### config.mk
export PLATFORM = sky130hd
export DESIGN_NAME = fcl_loader
export DESIGN_NICKNAME = d
export VERILOG_FILES = /design/src/rtl/fcl_pkg.sv /design/src/rtl/fcl_fuse_if.sv /design/src/rtl/fcl_blank_timer.sv /design/src/rtl/fcl_fuse_store.sv /design/src/rtl/fcl_loader.sv
export SDC_FILE = /design/constraint.sdc
export NUM_CORES = 1
export LEC_CHECK = 0
export BUFFER_PORTS_ARGS = -buffer_cell sky130_fd_sc_hd__buf_2
export CAP_MARGIN = 0
export CORE_ASPECT_RATIO = 0.8
export CORE_UTILIZATION = 50
export DETAILED_ROUTE_END_ITERATION = 7
export MAX_ROUTING_LAYER = met4
export PLACE_DENSITY = 0.8
export SYNTH_ARGS = -nofsm -noshare
export SYNTH_HDL_FRONTEND = slang
export SYNTH_SLANG_ARGS = --single-unit
### constraint.sdc
create_clock -name ref_clk_i -period 4.1 [get_ports ref_clk_i]
set_clock_uncertainty 0.2 [all_clocks]
set_input_delay 0.41 -clock ref_clk_i [delete_from_list [all_inputs] [get_ports ref_clk_i]]
set_output_delay 0.41 -clock ref_clk_i [all_outputs]
set_load 0.05 [all_outputs]
### src/rtl/fcl_pkg.sv
// Shared constants and types of the fuse configuration loader
package fcl_pkg;
    // ---------------------------------------------------------------
    // Fuse array layout
    // ---------------------------------------------------------------
    localparam int FCL_AW = 4;
    localparam int FCL_NUM_FUSES = 11;
    localparam logic [3:0] FCL_OFS_WATCHDOG = 4'h0;
    localparam logic [3:0] FCL_OFS_BROWNOUT = 4'h1;
    localparam logic [3:0] FCL_OFS_OSC = 4'h2;
    localparam logic [3:0] FCL_OFS_RSVD_A = 4'h3;
    localparam logic [3:0] FCL_OFS_TIMER_CMP = 4'h4;
    localparam logic [3:0] FCL_OFS_SYS_A = 4'h5;
    localparam logic [3:0] FCL_OFS_SYS_B = 4'h6;
    localparam logic [3:0] FCL_OFS_APP_END = 4'h7;
    localparam logic [3:0] FCL_OFS_BOOT_END = 4'h8;
    localparam logic [3:0] FCL_OFS_RSVD_B = 4'h9;
    localparam logic [3:0] FCL_OFS_LOCK_KEY = 4'ha;
    localparam logic [3:0] FCL_OFS_LAST = 4'ha;
    // ---------------------------------------------------------------
    // Factory-programmed contents, loaded by factory_init_i
    // ---------------------------------------------------------------
    localparam logic [7:0] FCL_FACT_WATCHDOG = 8'h00;
    localparam logic [7:0] FCL_FACT_BROWNOUT = 8'h00;
    localparam logic [7:0] FCL_FACT_OSC = 8'h02;
    localparam logic [7:0] FCL_FACT_TIMER_CMP = 8'h00;
    localparam logic [7:0] FCL_FACT_SYS_A = 8'hf6;
    localparam logic [7:0] FCL_FACT_SYS_B = 8'h07;
    localparam logic [7:0] FCL_FACT_APP_END = 8'h00;
    localparam logic [7:0] FCL_FACT_BOOT_END = 8'h00;
    localparam logic [7:0] FCL_FACT_LOCK_KEY = 8'hc5;
    localparam logic [7:0] FCL_FACT_RSVD = 8'hff;
    localparam logic [7:0] FCL_UNLOCK_KEY = 8'hc5;
    // ---------------------------------------------------------------
    // Field positions
    // ---------------------------------------------------------------
    localparam int FCL_WDT_WIN_HI = 7;
    localparam int FCL_WDT_WIN_LO = 4;
    localparam int FCL_WDT_PER_HI = 3;
    localparam int FCL_WDT_PER_LO = 0;
    localparam int FCL_BOD_LVL_HI = 7;
    localparam int FCL_BOD_LVL_LO = 5;
    localparam int FCL_BOD_SAMP = 4;
    localparam int FCL_BOD_ACT_HI = 3;
    localparam int FCL_BOD_ACT_LO = 2;
    localparam int FCL_BOD_SLP_HI = 1;
    localparam int FCL_BOD_SLP_LO = 0;
    localparam int FCL_OSC_LOCK = 7;
    localparam int FCL_OSC_FREQ_HI = 1;
    localparam int FCL_OSC_FREQ_LO = 0;
    localparam int FCL_CMP_EN_HI = 7;
    localparam int FCL_CMP_EN_LO = 4;
    localparam int FCL_CMP_LVL_HI = 3;
    localparam int FCL_CMP_LVL_LO = 0;
    localparam int FCL_CRC_HI = 7;
    localparam int FCL_CRC_LO = 6;
    localparam int FCL_PIN_HI = 3;
    localparam int FCL_PIN_LO = 2;
    localparam int FCL_EE_KEEP = 0;
    // ---------------------------------------------------------------
    // Encodings
    // ---------------------------------------------------------------
    localparam logic [1:0] FCL_FREQ_16M = 2'h1;
    localparam logic [1:0] FCL_FREQ_20M = 2'h2;
    localparam logic [1:0] FCL_CRC_NONE = 2'h3;
    localparam logic [1:0] FCL_PIN_GPIO = 2'h0;
    // ---------------------------------------------------------------
    // Timing: output blanking in slow oscillator cycles
    // ---------------------------------------------------------------
    localparam int FCL_BLANK_SLOW_CYCLES = 768;
    localparam int FCL_BLANK_W = 10;

    typedef enum logic [1:0] {
        FCL_ST_IDLE = 2'b00,
        FCL_ST_LOAD = 2'b01,
        FCL_ST_DONE = 2'b10
    } fcl_state_e;
endpackage
### src/rtl/fcl_fuse_if.sv
// Carrier between the loader and its fuse storage
`timescale 1ns/1ps
interface fcl_fuse_if;
    logic [3:0] ld_idx;
    logic [7:0] ld_data;
    logic [3:0] bus_idx;
    logic [7:0] bus_data;
    logic wr_en;
    logic [3:0] wr_idx;
    logic [7:0] wr_data;
    logic factory_init;
    modport ctrl (output ld_idx, bus_idx, wr_en, wr_idx, wr_data, factory_init,
                  input ld_data, bus_data);
    modport store (input ld_idx, bus_idx, wr_en, wr_idx, wr_data, factory_init,
                   output ld_data, bus_data);
endinterface

### src/rtl/fcl_blank_timer.sv
// Counts slow oscillator edges after a start pulse and flags expiry
`timescale 1ns/1ps
module fcl_blank_timer #(
    parameter int CYCLES = fcl_pkg::FCL_BLANK_SLOW_CYCLES
) (
    // Clock and reset
    input wire logic ref_clk_i,
    input wire logic nrst_i,
    // Control
    input wire logic slow_clk_i,
    input wire logic start_i,
    output logic expired_o
);
    import fcl_pkg::*;

    localparam logic [FCL_BLANK_W-1:0] LAST = FCL_BLANK_W'(CYCLES - 1);

    logic [2:0] sync_ff, nxt_sync;
    logic stable_ff, nxt_stable;
    logic run_ff, nxt_run;
    logic done_ff, nxt_done;
    logic [FCL_BLANK_W-1:0] cnt_ff, nxt_cnt;
    logic rise;

    // A level counts only once the last two stages agree
    always_comb begin
        nxt_sync = {sync_ff[1:0], slow_clk_i};
        nxt_stable = (sync_ff[1] == sync_ff[2]) ? sync_ff[2] : stable_ff;
        rise = nxt_stable && !stable_ff;
        nxt_run = run_ff;
        nxt_done = done_ff;
        nxt_cnt = cnt_ff;
        if (start_i) begin
            nxt_run = 1'b1;
            nxt_done = 1'b0;
            nxt_cnt = '0;
        end else if (run_ff && rise) begin
            if (cnt_ff == LAST) begin
                nxt_run = 1'b0;
                nxt_done = 1'b1;
            end else begin
                nxt_cnt = cnt_ff + 1'b1;
            end
        end
    end

    always_ff @(posedge ref_clk_i) begin
        if (!nrst_i) begin
            sync_ff <= 3'h0;
            stable_ff <= 1'b0;
            run_ff <= 1'b0;
            done_ff <= 1'b0;
            cnt_ff <= '0;
        end else begin
            sync_ff <= nxt_sync;
            stable_ff <= nxt_stable;
            run_ff <= nxt_run;
            done_ff <= nxt_done;
            cnt_ff <= nxt_cnt;
        end
    end

    assign expired_o = done_ff;
endmodule

### src/rtl/fcl_fuse_store.sv
// Nonvolatile fuse bytes held in flip-flops, two read ports, one write port
`timescale 1ns/1ps
module fcl_fuse_store (
    // Clock
    input wire logic ref_clk_i,
    // Fuse access
    fcl_fuse_if.store fuse
);
    import fcl_pkg::*;

    logic [7:0] mem_ff [FCL_NUM_FUSES];
    logic [7:0] nxt_mem [FCL_NUM_FUSES];

    function automatic logic [7:0] fuse_rd(input logic [3:0] idx,
                                           input logic [7:0] m [FCL_NUM_FUSES]);
        fuse_rd = 8'h00;
        if (idx <= FCL_OFS_LAST && idx != FCL_OFS_RSVD_A && idx != FCL_OFS_RSVD_B) begin
            fuse_rd = m[idx];
        end
    endfunction

    assign fuse.ld_data = fuse_rd(fuse.ld_idx, mem_ff);
    assign fuse.bus_data = fuse_rd(fuse.bus_idx, mem_ff);

    // ---------------------------------------------------------------
    // Storage is not cleared by system reset: it models nonvolatile cells
    // ---------------------------------------------------------------
    always_comb begin
        nxt_mem = mem_ff;
        if (fuse.factory_init) begin
            nxt_mem[FCL_OFS_WATCHDOG] = FCL_FACT_WATCHDOG;
            nxt_mem[FCL_OFS_BROWNOUT] = FCL_FACT_BROWNOUT;
            nxt_mem[FCL_OFS_OSC] = FCL_FACT_OSC;
            nxt_mem[FCL_OFS_RSVD_A] = FCL_FACT_RSVD;
            nxt_mem[FCL_OFS_TIMER_CMP] = FCL_FACT_TIMER_CMP;
            nxt_mem[FCL_OFS_SYS_A] = FCL_FACT_SYS_A;
            nxt_mem[FCL_OFS_SYS_B] = FCL_FACT_SYS_B;
            nxt_mem[FCL_OFS_APP_END] = FCL_FACT_APP_END;
            nxt_mem[FCL_OFS_BOOT_END] = FCL_FACT_BOOT_END;
            nxt_mem[FCL_OFS_RSVD_B] = FCL_FACT_RSVD;
            nxt_mem[FCL_OFS_LOCK_KEY] = FCL_FACT_LOCK_KEY;
        end else if (fuse.wr_en && fuse.wr_idx <= FCL_OFS_LAST) begin
            nxt_mem[fuse.wr_idx] = fuse.wr_data;
        end
    end

    always_ff @(posedge ref_clk_i) begin
        mem_ff <= nxt_mem;
    end
endmodule

### src/rtl/fcl_loader.sv
// Fuse configuration loader: copies fuse bytes to peripheral fields at reset
`timescale 1ns/1ps
module fcl_loader #(
    parameter int CAL_A_W = 7,
    parameter int CAL_B_W = 4,
    parameter logic [CAL_A_W-1:0] CAL16_A = '0,
    parameter logic [CAL_B_W-1:0] CAL16_B = '0,
    parameter logic [CAL_A_W-1:0] CAL20_A = '1,
    parameter logic [CAL_B_W-1:0] CAL20_B = '1,
    parameter int BLANK_CYCLES = fcl_pkg::FCL_BLANK_SLOW_CYCLES
) (
    // Clock and reset
    input wire logic ref_clk_i,
    input wire logic nrst_i,
    // Fuse array initialisation at manufacture
    input wire logic factory_init_i,
    // CPU read port
    input wire logic cpu_rd_i,
    input wire logic [fcl_pkg::FCL_AW-1:0] cpu_addr_i,
    output logic [7:0] cpu_rdata_o,
    output logic cpu_rvalid_o,
    // Debug port read and program
    input wire logic dbg_rd_i,
    input wire logic dbg_wr_i,
    input wire logic [fcl_pkg::FCL_AW-1:0] dbg_addr_i,
    input wire logic [7:0] dbg_wdata_i,
    output logic [7:0] dbg_rdata_o,
    output logic dbg_rvalid_o,
    input wire logic chip_erase_i,
    // Watchdog control fields
    output logic [3:0] wdt_window_o,
    output logic [3:0] wdt_period_o,
    // Brown-out control fields
    output logic [2:0] brownout_threshold_o,
    output logic brownout_sample_rate_o,
    output logic [1:0] brownout_active_mode_o,
    output logic [1:0] brownout_sleep_mode_o,
    // Main RC oscillator fields
    output logic osc_cal_lock_o,
    output logic [1:0] osc_freq_select_o,
    output logic [CAL_A_W-1:0] osc_calibration_a_o,
    output logic [CAL_B_W-1:0] osc_calibration_b_o,
    // Timer fault control fields
    input wire logic debug_entry_i,
    input wire logic fault_detect_flag_i,
    output logic [7:0] timer_fault_control_o,
    output logic compare_force_default_o,
    // System options
    output logic [1:0] crc_region_select_o,
    output logic crc_scan_start_o,
    output logic [1:0] reset_pin_function_o,
    output logic eeprom_preserve_o,
    output logic device_locked_o,
    output logic flash_erase_o,
    output logic eeprom_erase_o,
    // Reset pin output blanking
    input wire logic slow_32k_oscillator_i,
    output logic gpio_drive_allow_o,
    // Start-up status
    output logic periph_release_o
);
    import fcl_pkg::*;

    fcl_fuse_if fuse ();

    // ---------------------------------------------------------------
    // Storage and blanking timer
    // ---------------------------------------------------------------
    fcl_fuse_store u_store (
        .ref_clk_i(ref_clk_i),
        .fuse(fuse.store)
    );

    logic blank_start_ff, nxt_blank_start;
    logic blank_expired;

    fcl_blank_timer #(
        .CYCLES(BLANK_CYCLES)
    ) u_blank (
        .ref_clk_i(ref_clk_i),
        .nrst_i(nrst_i),
        .slow_clk_i(slow_32k_oscillator_i),
        .start_i(blank_start_ff),
        .expired_o(blank_expired)
    );

    // ---------------------------------------------------------------
    // Start-up walk over the fuse bytes
    // ---------------------------------------------------------------
    fcl_state_e state_ff, nxt_state;
    logic [3:0] idx_ff, nxt_idx;
    logic release_ff, nxt_release;
    logic crc_start_ff, nxt_crc_start;
    logic [1:0] crc_ff, nxt_crc;

    always_comb begin
        nxt_state = state_ff;
        nxt_idx = idx_ff;
        nxt_release = release_ff;
        nxt_crc_start = 1'b0;
        nxt_blank_start = 1'b0;
        case (state_ff)
            FCL_ST_IDLE: begin
                nxt_state = FCL_ST_LOAD;
                nxt_idx = FCL_OFS_WATCHDOG;
            end
            FCL_ST_LOAD: begin
                if (idx_ff == FCL_OFS_LAST) begin
                    // Peripherals see final values by release; the lock key lands in the same cycle
                    nxt_state = FCL_ST_DONE;
                    nxt_release = 1'b1;
                    nxt_blank_start = 1'b1;
                    nxt_crc_start = (crc_ff != FCL_CRC_NONE);
                end else begin
                    nxt_idx = idx_ff + 4'h1;
                end
            end
            FCL_ST_DONE: begin
                // Only a reset restarts the walk, so new fuses wait for it
                nxt_state = FCL_ST_DONE;
            end
            default: begin
                nxt_state = FCL_ST_IDLE;
            end
        endcase
    end

    always_ff @(posedge ref_clk_i) begin
        if (!nrst_i) begin
            state_ff <= FCL_ST_IDLE;
            idx_ff <= 4'h0;
            release_ff <= 1'b0;
            crc_start_ff <= 1'b0;
            blank_start_ff <= 1'b0;
        end else begin
            state_ff <= nxt_state;
            idx_ff <= nxt_idx;
            release_ff <= nxt_release;
            crc_start_ff <= nxt_crc_start;
            blank_start_ff <= nxt_blank_start;
        end
    end

    assign fuse.ld_idx = idx_ff;

    // ---------------------------------------------------------------
    // Target fields
    // ---------------------------------------------------------------
    logic [7:0] wdt_ff, nxt_wdt;
    logic [7:0] bod_ff, nxt_bod;
    logic lock_ff, nxt_lock;
    logic [1:0] freq_ff, nxt_freq;
    logic [CAL_A_W-1:0] cal_a_ff, nxt_cal_a;
    logic [CAL_B_W-1:0] cal_b_ff, nxt_cal_b;
    logic [7:0] tmr_ff, nxt_tmr;
    logic [1:0] pin_ff, nxt_pin;
    logic keep_ee_ff, nxt_keep_ee;
    logic locked_ff, nxt_locked;
    logic [7:0] d;

    always_comb begin
        d = fuse.ld_data;
        nxt_wdt = wdt_ff;
        nxt_bod = bod_ff;
        nxt_lock = lock_ff;
        nxt_freq = freq_ff;
        nxt_cal_a = cal_a_ff;
        nxt_cal_b = cal_b_ff;
        nxt_tmr = tmr_ff;
        nxt_crc = crc_ff;
        nxt_pin = pin_ff;
        nxt_keep_ee = keep_ee_ff;
        nxt_locked = locked_ff;
        if (state_ff == FCL_ST_LOAD) begin
            case (idx_ff)
                FCL_OFS_WATCHDOG: begin
                    nxt_wdt = d;
                end
                FCL_OFS_BROWNOUT: begin
                    nxt_bod = d;
                end
                FCL_OFS_OSC: begin
                    nxt_lock = d[FCL_OSC_LOCK];
                    nxt_freq = d[FCL_OSC_FREQ_HI:FCL_OSC_FREQ_LO];
                    // Reserved codes fall back to the 20 MHz trim
                    if (d[FCL_OSC_FREQ_HI:FCL_OSC_FREQ_LO] == FCL_FREQ_16M) begin
                        nxt_cal_a = CAL16_A;
                        nxt_cal_b = CAL16_B;
                    end else begin
                        nxt_cal_a = CAL20_A;
                        nxt_cal_b = CAL20_B;
                    end
                end
                FCL_OFS_TIMER_CMP: begin
                    nxt_tmr = d;
                end
                FCL_OFS_SYS_A: begin
                    nxt_crc = d[FCL_CRC_HI:FCL_CRC_LO];
                    nxt_pin = d[FCL_PIN_HI:FCL_PIN_LO];
                    nxt_keep_ee = d[FCL_EE_KEEP];
                end
                FCL_OFS_LOCK_KEY: begin
                    nxt_locked = (d != FCL_UNLOCK_KEY);
                end
                default: begin
                    nxt_wdt = wdt_ff;
                end
            endcase
        end
    end

    always_ff @(posedge ref_clk_i) begin
        if (!nrst_i) begin
            wdt_ff <= 8'h00;
            bod_ff <= 8'h00;
            lock_ff <= 1'b0;
            freq_ff <= 2'h0;
            cal_a_ff <= '0;
            cal_b_ff <= '0;
            tmr_ff <= 8'h00;
            crc_ff <= 2'h0;
            pin_ff <= 2'h0;
            keep_ee_ff <= 1'b0;
            locked_ff <= 1'b1;
        end else begin
            wdt_ff <= nxt_wdt;
            bod_ff <= nxt_bod;
            lock_ff <= nxt_lock;
            freq_ff <= nxt_freq;
            cal_a_ff <= nxt_cal_a;
            cal_b_ff <= nxt_cal_b;
            tmr_ff <= nxt_tmr;
            crc_ff <= nxt_crc;
            pin_ff <= nxt_pin;
            keep_ee_ff <= nxt_keep_ee;
            locked_ff <= nxt_locked;
        end
    end

    // ---------------------------------------------------------------
    // Fuse access ports, debug takes the read port when both ask
    // ---------------------------------------------------------------
    logic [7:0] cpu_rdata_ff, nxt_cpu_rdata;
    logic cpu_rvalid_ff, nxt_cpu_rvalid;
    logic [7:0] dbg_rdata_ff, nxt_dbg_rdata;
    logic dbg_rvalid_ff, nxt_dbg_rvalid;
    logic cpu_wait_ff, nxt_cpu_wait;
    logic [3:0] cpu_addr_ff, nxt_cpu_addr;

    always_comb begin
        nxt_cpu_wait = cpu_wait_ff;
        nxt_cpu_addr = cpu_addr_ff;
        if (cpu_rd_i) begin
            nxt_cpu_addr = cpu_addr_i;
        end
        fuse.bus_idx = dbg_rd_i ? dbg_addr_i : (cpu_rd_i ? cpu_addr_i : cpu_addr_ff);
        nxt_dbg_rvalid = dbg_rd_i;
        nxt_dbg_rdata = dbg_rd_i ? fuse.bus_data : 8'h00;
        // A CPU read that loses to the debug port is held until a cycle with no debug read
        nxt_cpu_rvalid = !dbg_rd_i && (cpu_rd_i || cpu_wait_ff);
        nxt_cpu_rdata = nxt_cpu_rvalid ? fuse.bus_data : 8'h00;
        nxt_cpu_wait = dbg_rd_i && (cpu_rd_i || cpu_wait_ff);
        // The CPU has no write path into the array
        fuse.wr_en = dbg_wr_i;
        fuse.wr_idx = dbg_addr_i;
        fuse.wr_data = dbg_wdata_i;
        fuse.factory_init = factory_init_i;
    end

    always_ff @(posedge ref_clk_i) begin
        if (!nrst_i) begin
            cpu_rdata_ff <= 8'h00;
            cpu_rvalid_ff <= 1'b0;
            dbg_rdata_ff <= 8'h00;
            dbg_rvalid_ff <= 1'b0;
            cpu_wait_ff <= 1'b0;
            cpu_addr_ff <= 4'h0;
        end else begin
            cpu_rdata_ff <= nxt_cpu_rdata;
            cpu_rvalid_ff <= nxt_cpu_rvalid;
            dbg_rdata_ff <= nxt_dbg_rdata;
            dbg_rvalid_ff <= nxt_dbg_rvalid;
            cpu_wait_ff <= nxt_cpu_wait;
            cpu_addr_ff <= nxt_cpu_addr;
        end
    end

    // ---------------------------------------------------------------
    // Chip erase, debug entry and pin blanking
    // ---------------------------------------------------------------
    logic flash_erase_ff, nxt_flash_erase;
    logic ee_erase_ff, nxt_ee_erase;
    logic force_ff, nxt_force;
    logic drive_ff, nxt_drive;

    always_comb begin
        nxt_flash_erase = chip_erase_i;
        // Lock overrides the preserve option
        nxt_ee_erase = chip_erase_i && (!keep_ee_ff || locked_ff);
        nxt_force = debug_entry_i && fault_detect_flag_i;
        // Driver stays off until the slow-clock blanking has run out
        nxt_drive = release_ff && (pin_ff == FCL_PIN_GPIO) && blank_expired;
    end

    always_ff @(posedge ref_clk_i) begin
        if (!nrst_i) begin
            flash_erase_ff <= 1'b0;
            ee_erase_ff <= 1'b0;
            force_ff <= 1'b0;
            drive_ff <= 1'b0;
        end else begin
            flash_erase_ff <= nxt_flash_erase;
            ee_erase_ff <= nxt_ee_erase;
            force_ff <= nxt_force;
            drive_ff <= nxt_drive;
        end
    end

    // ---------------------------------------------------------------
    // Outputs
    // ---------------------------------------------------------------
    assign cpu_rdata_o = cpu_rdata_ff;
    assign cpu_rvalid_o = cpu_rvalid_ff;
    assign dbg_rdata_o = dbg_rdata_ff;
    assign dbg_rvalid_o = dbg_rvalid_ff;
    assign wdt_window_o = wdt_ff[FCL_WDT_WIN_HI:FCL_WDT_WIN_LO];
    assign wdt_period_o = wdt_ff[FCL_WDT_PER_HI:FCL_WDT_PER_LO];
    assign brownout_threshold_o = bod_ff[FCL_BOD_LVL_HI:FCL_BOD_LVL_LO];
    assign brownout_sample_rate_o = bod_ff[FCL_BOD_SAMP];
    assign brownout_active_mode_o = bod_ff[FCL_BOD_ACT_HI:FCL_BOD_ACT_LO];
    assign brownout_sleep_mode_o = bod_ff[FCL_BOD_SLP_HI:FCL_BOD_SLP_LO];
    assign osc_cal_lock_o = lock_ff;
    assign osc_freq_select_o = freq_ff;
    assign osc_calibration_a_o = cal_a_ff;
    assign osc_calibration_b_o = cal_b_ff;
    assign timer_fault_control_o = tmr_ff;
    assign compare_force_default_o = force_ff;
    assign crc_region_select_o = crc_ff;
    assign crc_scan_start_o = crc_start_ff;
    assign reset_pin_function_o = pin_ff;
    assign eeprom_preserve_o = keep_ee_ff;
    assign device_locked_o = locked_ff;
    assign flash_erase_o = flash_erase_ff;
    assign eeprom_erase_o = ee_erase_ff;
    assign gpio_drive_allow_o = drive_ff;
    assign periph_release_o = release_ff;
endmodule

# == Yosys cells after proc, flatten, opt, wreduce, memory -nomap -nowiden ==
# Index checks and enable logic that the tools add are counted.
# totals
register_bits,184
inputBits,26
# op_classes
n_eq_ne,18
bitwise,5
reduce_logical,40
add_sub_neg,2
n_lt_le_gt_ge,7
n_mux,24
# op_table
cell,count
$bwmux 88,1
$bmux 8 s4,2
$mux 8,7
$demux 8 s4,1
$reduce_and 2->1,13
$mux 4,4
$ge 5x5->1 const B,3
$not 4->5,3
$logic_and 1x1->1,14
$le 4x4->1 const B,3
$add 10x1->10 const B,1
$eq 10x10->1 const B,1
$eq 4x3->1 const B,2
$ne 4x2->1 const B,2
$ne 4x4->1 const B,2
$ne 8x8->1 const B,1
$pmux 4 s2,1
$mux 7,1
$ne 2x2->1 const B,3
$pmux 2 s3,1
$reduce_bool 2->1,3
$lt 5x1->1 const B,1
$mux 1,5
$add 4x1->4 const B,1
other kinds (14),20

# == Depth between registers and ports, before layout ==
# logic_depth
depth_word,7
mapped_depth,9
ltp_nobuf,8

# == Hierarchy ==
# Synthesis repeated with hierarchy kept, for this count alone.
# unflattened
hier_cells,849
hier_area_um2,7609.8
# by_module_without_submodules
mod,instances,area_per_inst_um2,cells_per_inst
fcl_fuse_store,1,4170.2,515
fcl_loader,1,2653.8,257
fcl_blank_timer,1,785.8,77

# == Worst setup path before layout ==
# No wires, ideal clock.
# synth_timing
kind,register -> register
from,"register idx_ff[0], in the netlist fuse.ld_idx[0]"
to,"register locked_ff, in the netlist device_locked_o"
t_arrival_ns,1.975
n_path_buf,1
setup_time_ns,0.122
period_less_slack_ns,2.296
path_stages_with_launch,9
slack_ns,1.804
cell_sequence,dfxtp_1 > clkbuf_1 > inv_1 > ha_1 > nor2_1 > nor3_2 > a32oi_1 > or2_2 > o32a_1
# synth_via
elab_chain_len,6
word_cells_on_any_way,13
classes_between,order compare: 1; eq/ne: 4; mux: 4; bitwise: 1; reduce/logical: 3
# synth_lines
element,line_no,rtl
start: declaration,fcl_loader.sv:91,"logic [3:0] idx_ff, nxt_idx;"
start signal: assignment,fcl_loader.sv:137,idx_ff <= nxt_idx;
$not 4->5 (implied by the code),fcl_fuse_store.sv:18,fuse_rd = m[idx];
$bmux 8 s4,fcl_fuse_store.sv:18,
$mux 8 (implied by the code) (2 in series),fcl_fuse_store.sv:18,
$mux 8,fcl_fuse_store.sv:17,if (idx <= FCL_OFS_LAST && idx != FCL_OFS_RSVD_A && idx != FCL_OFS_RSVD_B) begin
$ne 8x8->1,fcl_loader.sv:203,nxt_locked = (d != FCL_UNLOCK_KEY);
end signal: assignment,fcl_loader.sv:236,locked_ff <= nxt_locked;
end: declaration,fcl_loader.sv:158,"logic locked_ff, nxt_locked;"
# Several ways; a longest one is shown, not always the timed one. The select of a mux whose other input is x is not followed.
# A chain may end at the register's enable or synchronous reset.

# == Worst setup path after layout ==
# Same ends and word-level chain as after synthesis.

==> results.md <==
Outcome:
- The run finished with clean final reports.

Placement:
- During placement, the flow inserted port buffers numbering 93.
- The wire-length estimate of the detail-placed layout is 13.8 mm.
- The last weighted congestion value of the routability-driven placer is 0.921.
- Counting tap cells, the placed design contains a total of 1,067 instances.
- After detailed placement, the total cell area comes to 8200 um2.

Route:
- The routed wirelength normalized by instance count is 18.3 um.
- Once detail routing completed, the nets flagged for antenna violations numbered 0.
- The count of routing violations after the opening detailed-route iteration is 985.
- In the routed design, unresolved DRC markers number 0.
- The routed design has 20.1 mm of wire.
- The via total after detailed routing is 6,291.
- The average vias per placed instance is 5.71.
- The count of TritonRoute iterations in the first routing pass is 5.

Synthesis:
- Synthesis inferred 174 register bits.
- The synthesized netlist cell count is 821.
- The share of the Yosys chip area taken by registers is 45.1%.
- The fraction of synthesis flops using an asynchronous set or reset pin is 0%.
- The count of flip-flops with a built-in enable after synthesis is 0.
- The distinct cell type count after synthesis is 49.
- The most used flip-flop cell after synthesis is sky130_fd_sc_hd__dfxtp_1.
- The count of yosys warnings during synthesis is 0.
- The netlist area before placement is 7720 um2.
- The average size of a mapped cell is 9.41 um2.
- The number of nets in the synthesized netlist is 854.

Setup path:
- The number of cells on the worst reg-to-reg path is 7.
- STA classifies the critical path endpoint as a register.
- In this run the worst path has a maximum fanout of 26.
- The data arrival time of the critical path is 2930 ps.
- The category of the worst setup path launch point is a register.
- At the worst endpoint, the required time is 4220 ps.
- The endpoint of the worst register-to-register path is device_locked_o.
- The worst register-to-register path begins at fuse.ld_idx[0].
- The setup slack of the worst register-to-register path is 1290 ps.
- The critical setup path kind is register to register.

Global routing:
- The via count of the first global-routing pass is 5,783.
- The total global routing track utilization is 26.8%.
- The residual overflow from global routing is 0.
- The initial antenna violation count is 0.
- The first global-routing pass estimated 31.7 mm of wire.
- The largest net degree at the start of global routing is 65.

Final layout:
- Summing all flip-flop and latch instances after layout gives 3480 um2.
- After routing the design area is 8830 um2.
- Leaving out filler cells and counting taps, the final layout contains 1,101.
- Leaving out fill and tap cells, the most frequent cell in the layout is sky130_fd_sc_hd__dfxtp_1.
- The net count of the finished layout is 911.
- In the final layout, the share of cells above drive strength 1 is 17.5%.
- The filler cell count in the final layout is 1,266.
- In the layout the commonest cells are sky130_fd_sc_hd__dfxtp_1 (173), sky130_fd_sc_hd__nor2_1 (146), sky130_fd_sc_hd__mux2i_1 (106).
- The area growth from synthesis to layout is 14.3%.
- 0 antenna diodes ended up in the layout.
- The final design utilization is 58.6%.
- The area taken by multi-input logic gates is 3880 um2.

Clocking:
- The CTS root buffer is sky130_fd_sc_hd__clkbuf_16.
- The post-cts repair resize count is 0.
- The TritonCTS sink count is 174.
- The H-tree was split into 4 levels.
- The clock network latency to the later pin of the worst-skew pair is 430 ps.
- The clock slew seen by the registers of the worst setup and hold paths is 70 ps.
- The buffer depth of the longest clock path is 2.
- TritonCTS built the clock tree.
- The count of hold-fix buffers inserted at cts is 2.
- The number of buffers created by CTS is 17.
- The count of buffers added by post-CTS timing repair for setup is 0.

Timing:
- The tightest hold path in the finished design has a slack of 14.1 ps.
- Setup repair after global routing left no endpoint under its margin.
- The max-slew violation count is 0.
- The shortest period the worst path allows is 2810 ps.
- Static timing analysis puts the maximum clock frequency at 356 MHz.
- At the pin with the least slew margin, the transition time is 1240 ps.
- The number of hold violations in the final report came to 0.
- Adding up every negative setup slack in the final design gives 0 ps.
- The worst-case headroom to the max-slew limit is 16.7%.
- The post-route clock period utilization is 68.4%.
- Setup violations remaining at the end of the flow were counted as 0.

Floorplanning:
- The floorplan has 40 rows.
- The initial core utilization is 51.3%.
- The chip width is 141 um.
- The boundary pin count is 94.
- The die covers 16,000 um2.
- The core outline area is 15,100 um2.
- The vertical extent of the die is 113 um.

Power:
- The leakage power is 3.69 nW.
- Power spread over the standard cell area amounts to 500 nW/um2.
- The worst-case IR drop observed on VDD is 0.000469 V.

Min path:
- The path class of the tightest hold or removal check is primary input to register.
- The worst hold path begins at chip_erase_i.
- The path with the worst hold slack has its endpoint at flash_erase_o.
- Counting instances, the worst hold path has a depth of 2.

Job:
- The count of max-cap constraint violations is 0.
## power by group
group	switching [mW]	internal, mW
clock	0.700	0.967
sequential	0.0759	1.78
combinational	0.616	0.280
total	1.39	3.02
## final cells by class
| type | instances | area share, % |
|---|---|---|
| sequential | 174 | 39.5 |
| clock inverter | 15 | 2.10 |
| timing repair buffer | 103 | 6.18 |
| tap | 210 | 2.98 |
| clock buffer | 17 | 4.82 |
| inverter | 13 | 0.553 |
| multi-input combinational | 569 | 43.9 |
## worst max-delay path by stage
stage | cells after the start | endpoint | startpoint | slack (ps)
global route | 7 | device_locked_o | fuse.ld_idx[0] | 1020
CTS | 7 | device_locked_o | fuse.ld_idx[0] | 1350
floorplan | 8 | device_locked_o | fuse.ld_idx[0] | 1800
detailed placement | 7 | device_locked_o | fuse.ld_idx[0] | 1390
finish | 7 | device_locked_o | fuse.ld_idx[0] | 1290
global placement | 6 | timer_fault_control_o[7] | fuse.ld_idx[1] | 1460
## metrics by stage
step / power [mW] / worst slack (ps)
after floorplan: 2.56 / 1800
after global placement: 2.75 / 1460
after detailed placement: 2.77 / 1390
after CTS: 4.42 / 1350
after global routing: 4.60 / 1020
final: 4.41 / 1290
## cells by family after synthesis
kind of cell	after synthesis	share of synthesized area (%)
compound gates	133	12.4
flops	174	45.1
buf+inv	78	4.75
fa+ha+maj	7	1.13
simple gates	296	17.5
mux	123	17.9
xor+xnor	10	1.13
## critical path, cell delays in order, from the launching register on
cell                       delay, ps
sky130_fd_sc_hd__dfxtp_1         830
sky130_fd_sc_hd__inv_1           260
sky130_fd_sc_hd__ha_1            310
sky130_fd_sc_hd__nor2_1          120
sky130_fd_sc_hd__nor3_2          120
sky130_fd_sc_hd__a32oi_1         500
sky130_fd_sc_hd__nand4b_1        170
sky130_fd_sc_hd__o32a_1          180
## synth_stat cells, drive strengths merged, types with 6 or more instances
cell type	n	area, um2
nand2	47	176
mux2	7	86.3
o22ai	9	56.3
o21ai	18	90.1
a211o	30	263
inv	12	45.0
nand3	17	85.1
nand2b	6	37.5
xor2	7	61.3
buf	27	175
dfxtp	174	3480
ha	7	87.6
and2	8	50.1
a21oi	21	105
a211oi	32	240
nor2	146	548
clkbuf	38	143
mux4	10	236
a32oi	8	70.1
mux2i	106	1060
nor3	18	95.1
nor2b	33	206
## state kept, by name (all words and copies together) (netlist names), 8 cells and up
register and cells:
u_store.mem_ff 88, u_blank.cnt_ff 10, bod_ff 8, cpu_rdata_o 8, dbg_rdata_o 8, timer_fault_control_o 8, wdt_ff 8
## routing by layer
layer	vias up	global-route usage, %	routed length, um
li1	2985	-	-
met1	2967	37.0	9340
met2	300	38.1	8540
met3	39	7.15	1870
met4	0	8.19	349
met5	-	-	0
(Power assumes the default switching activity.)
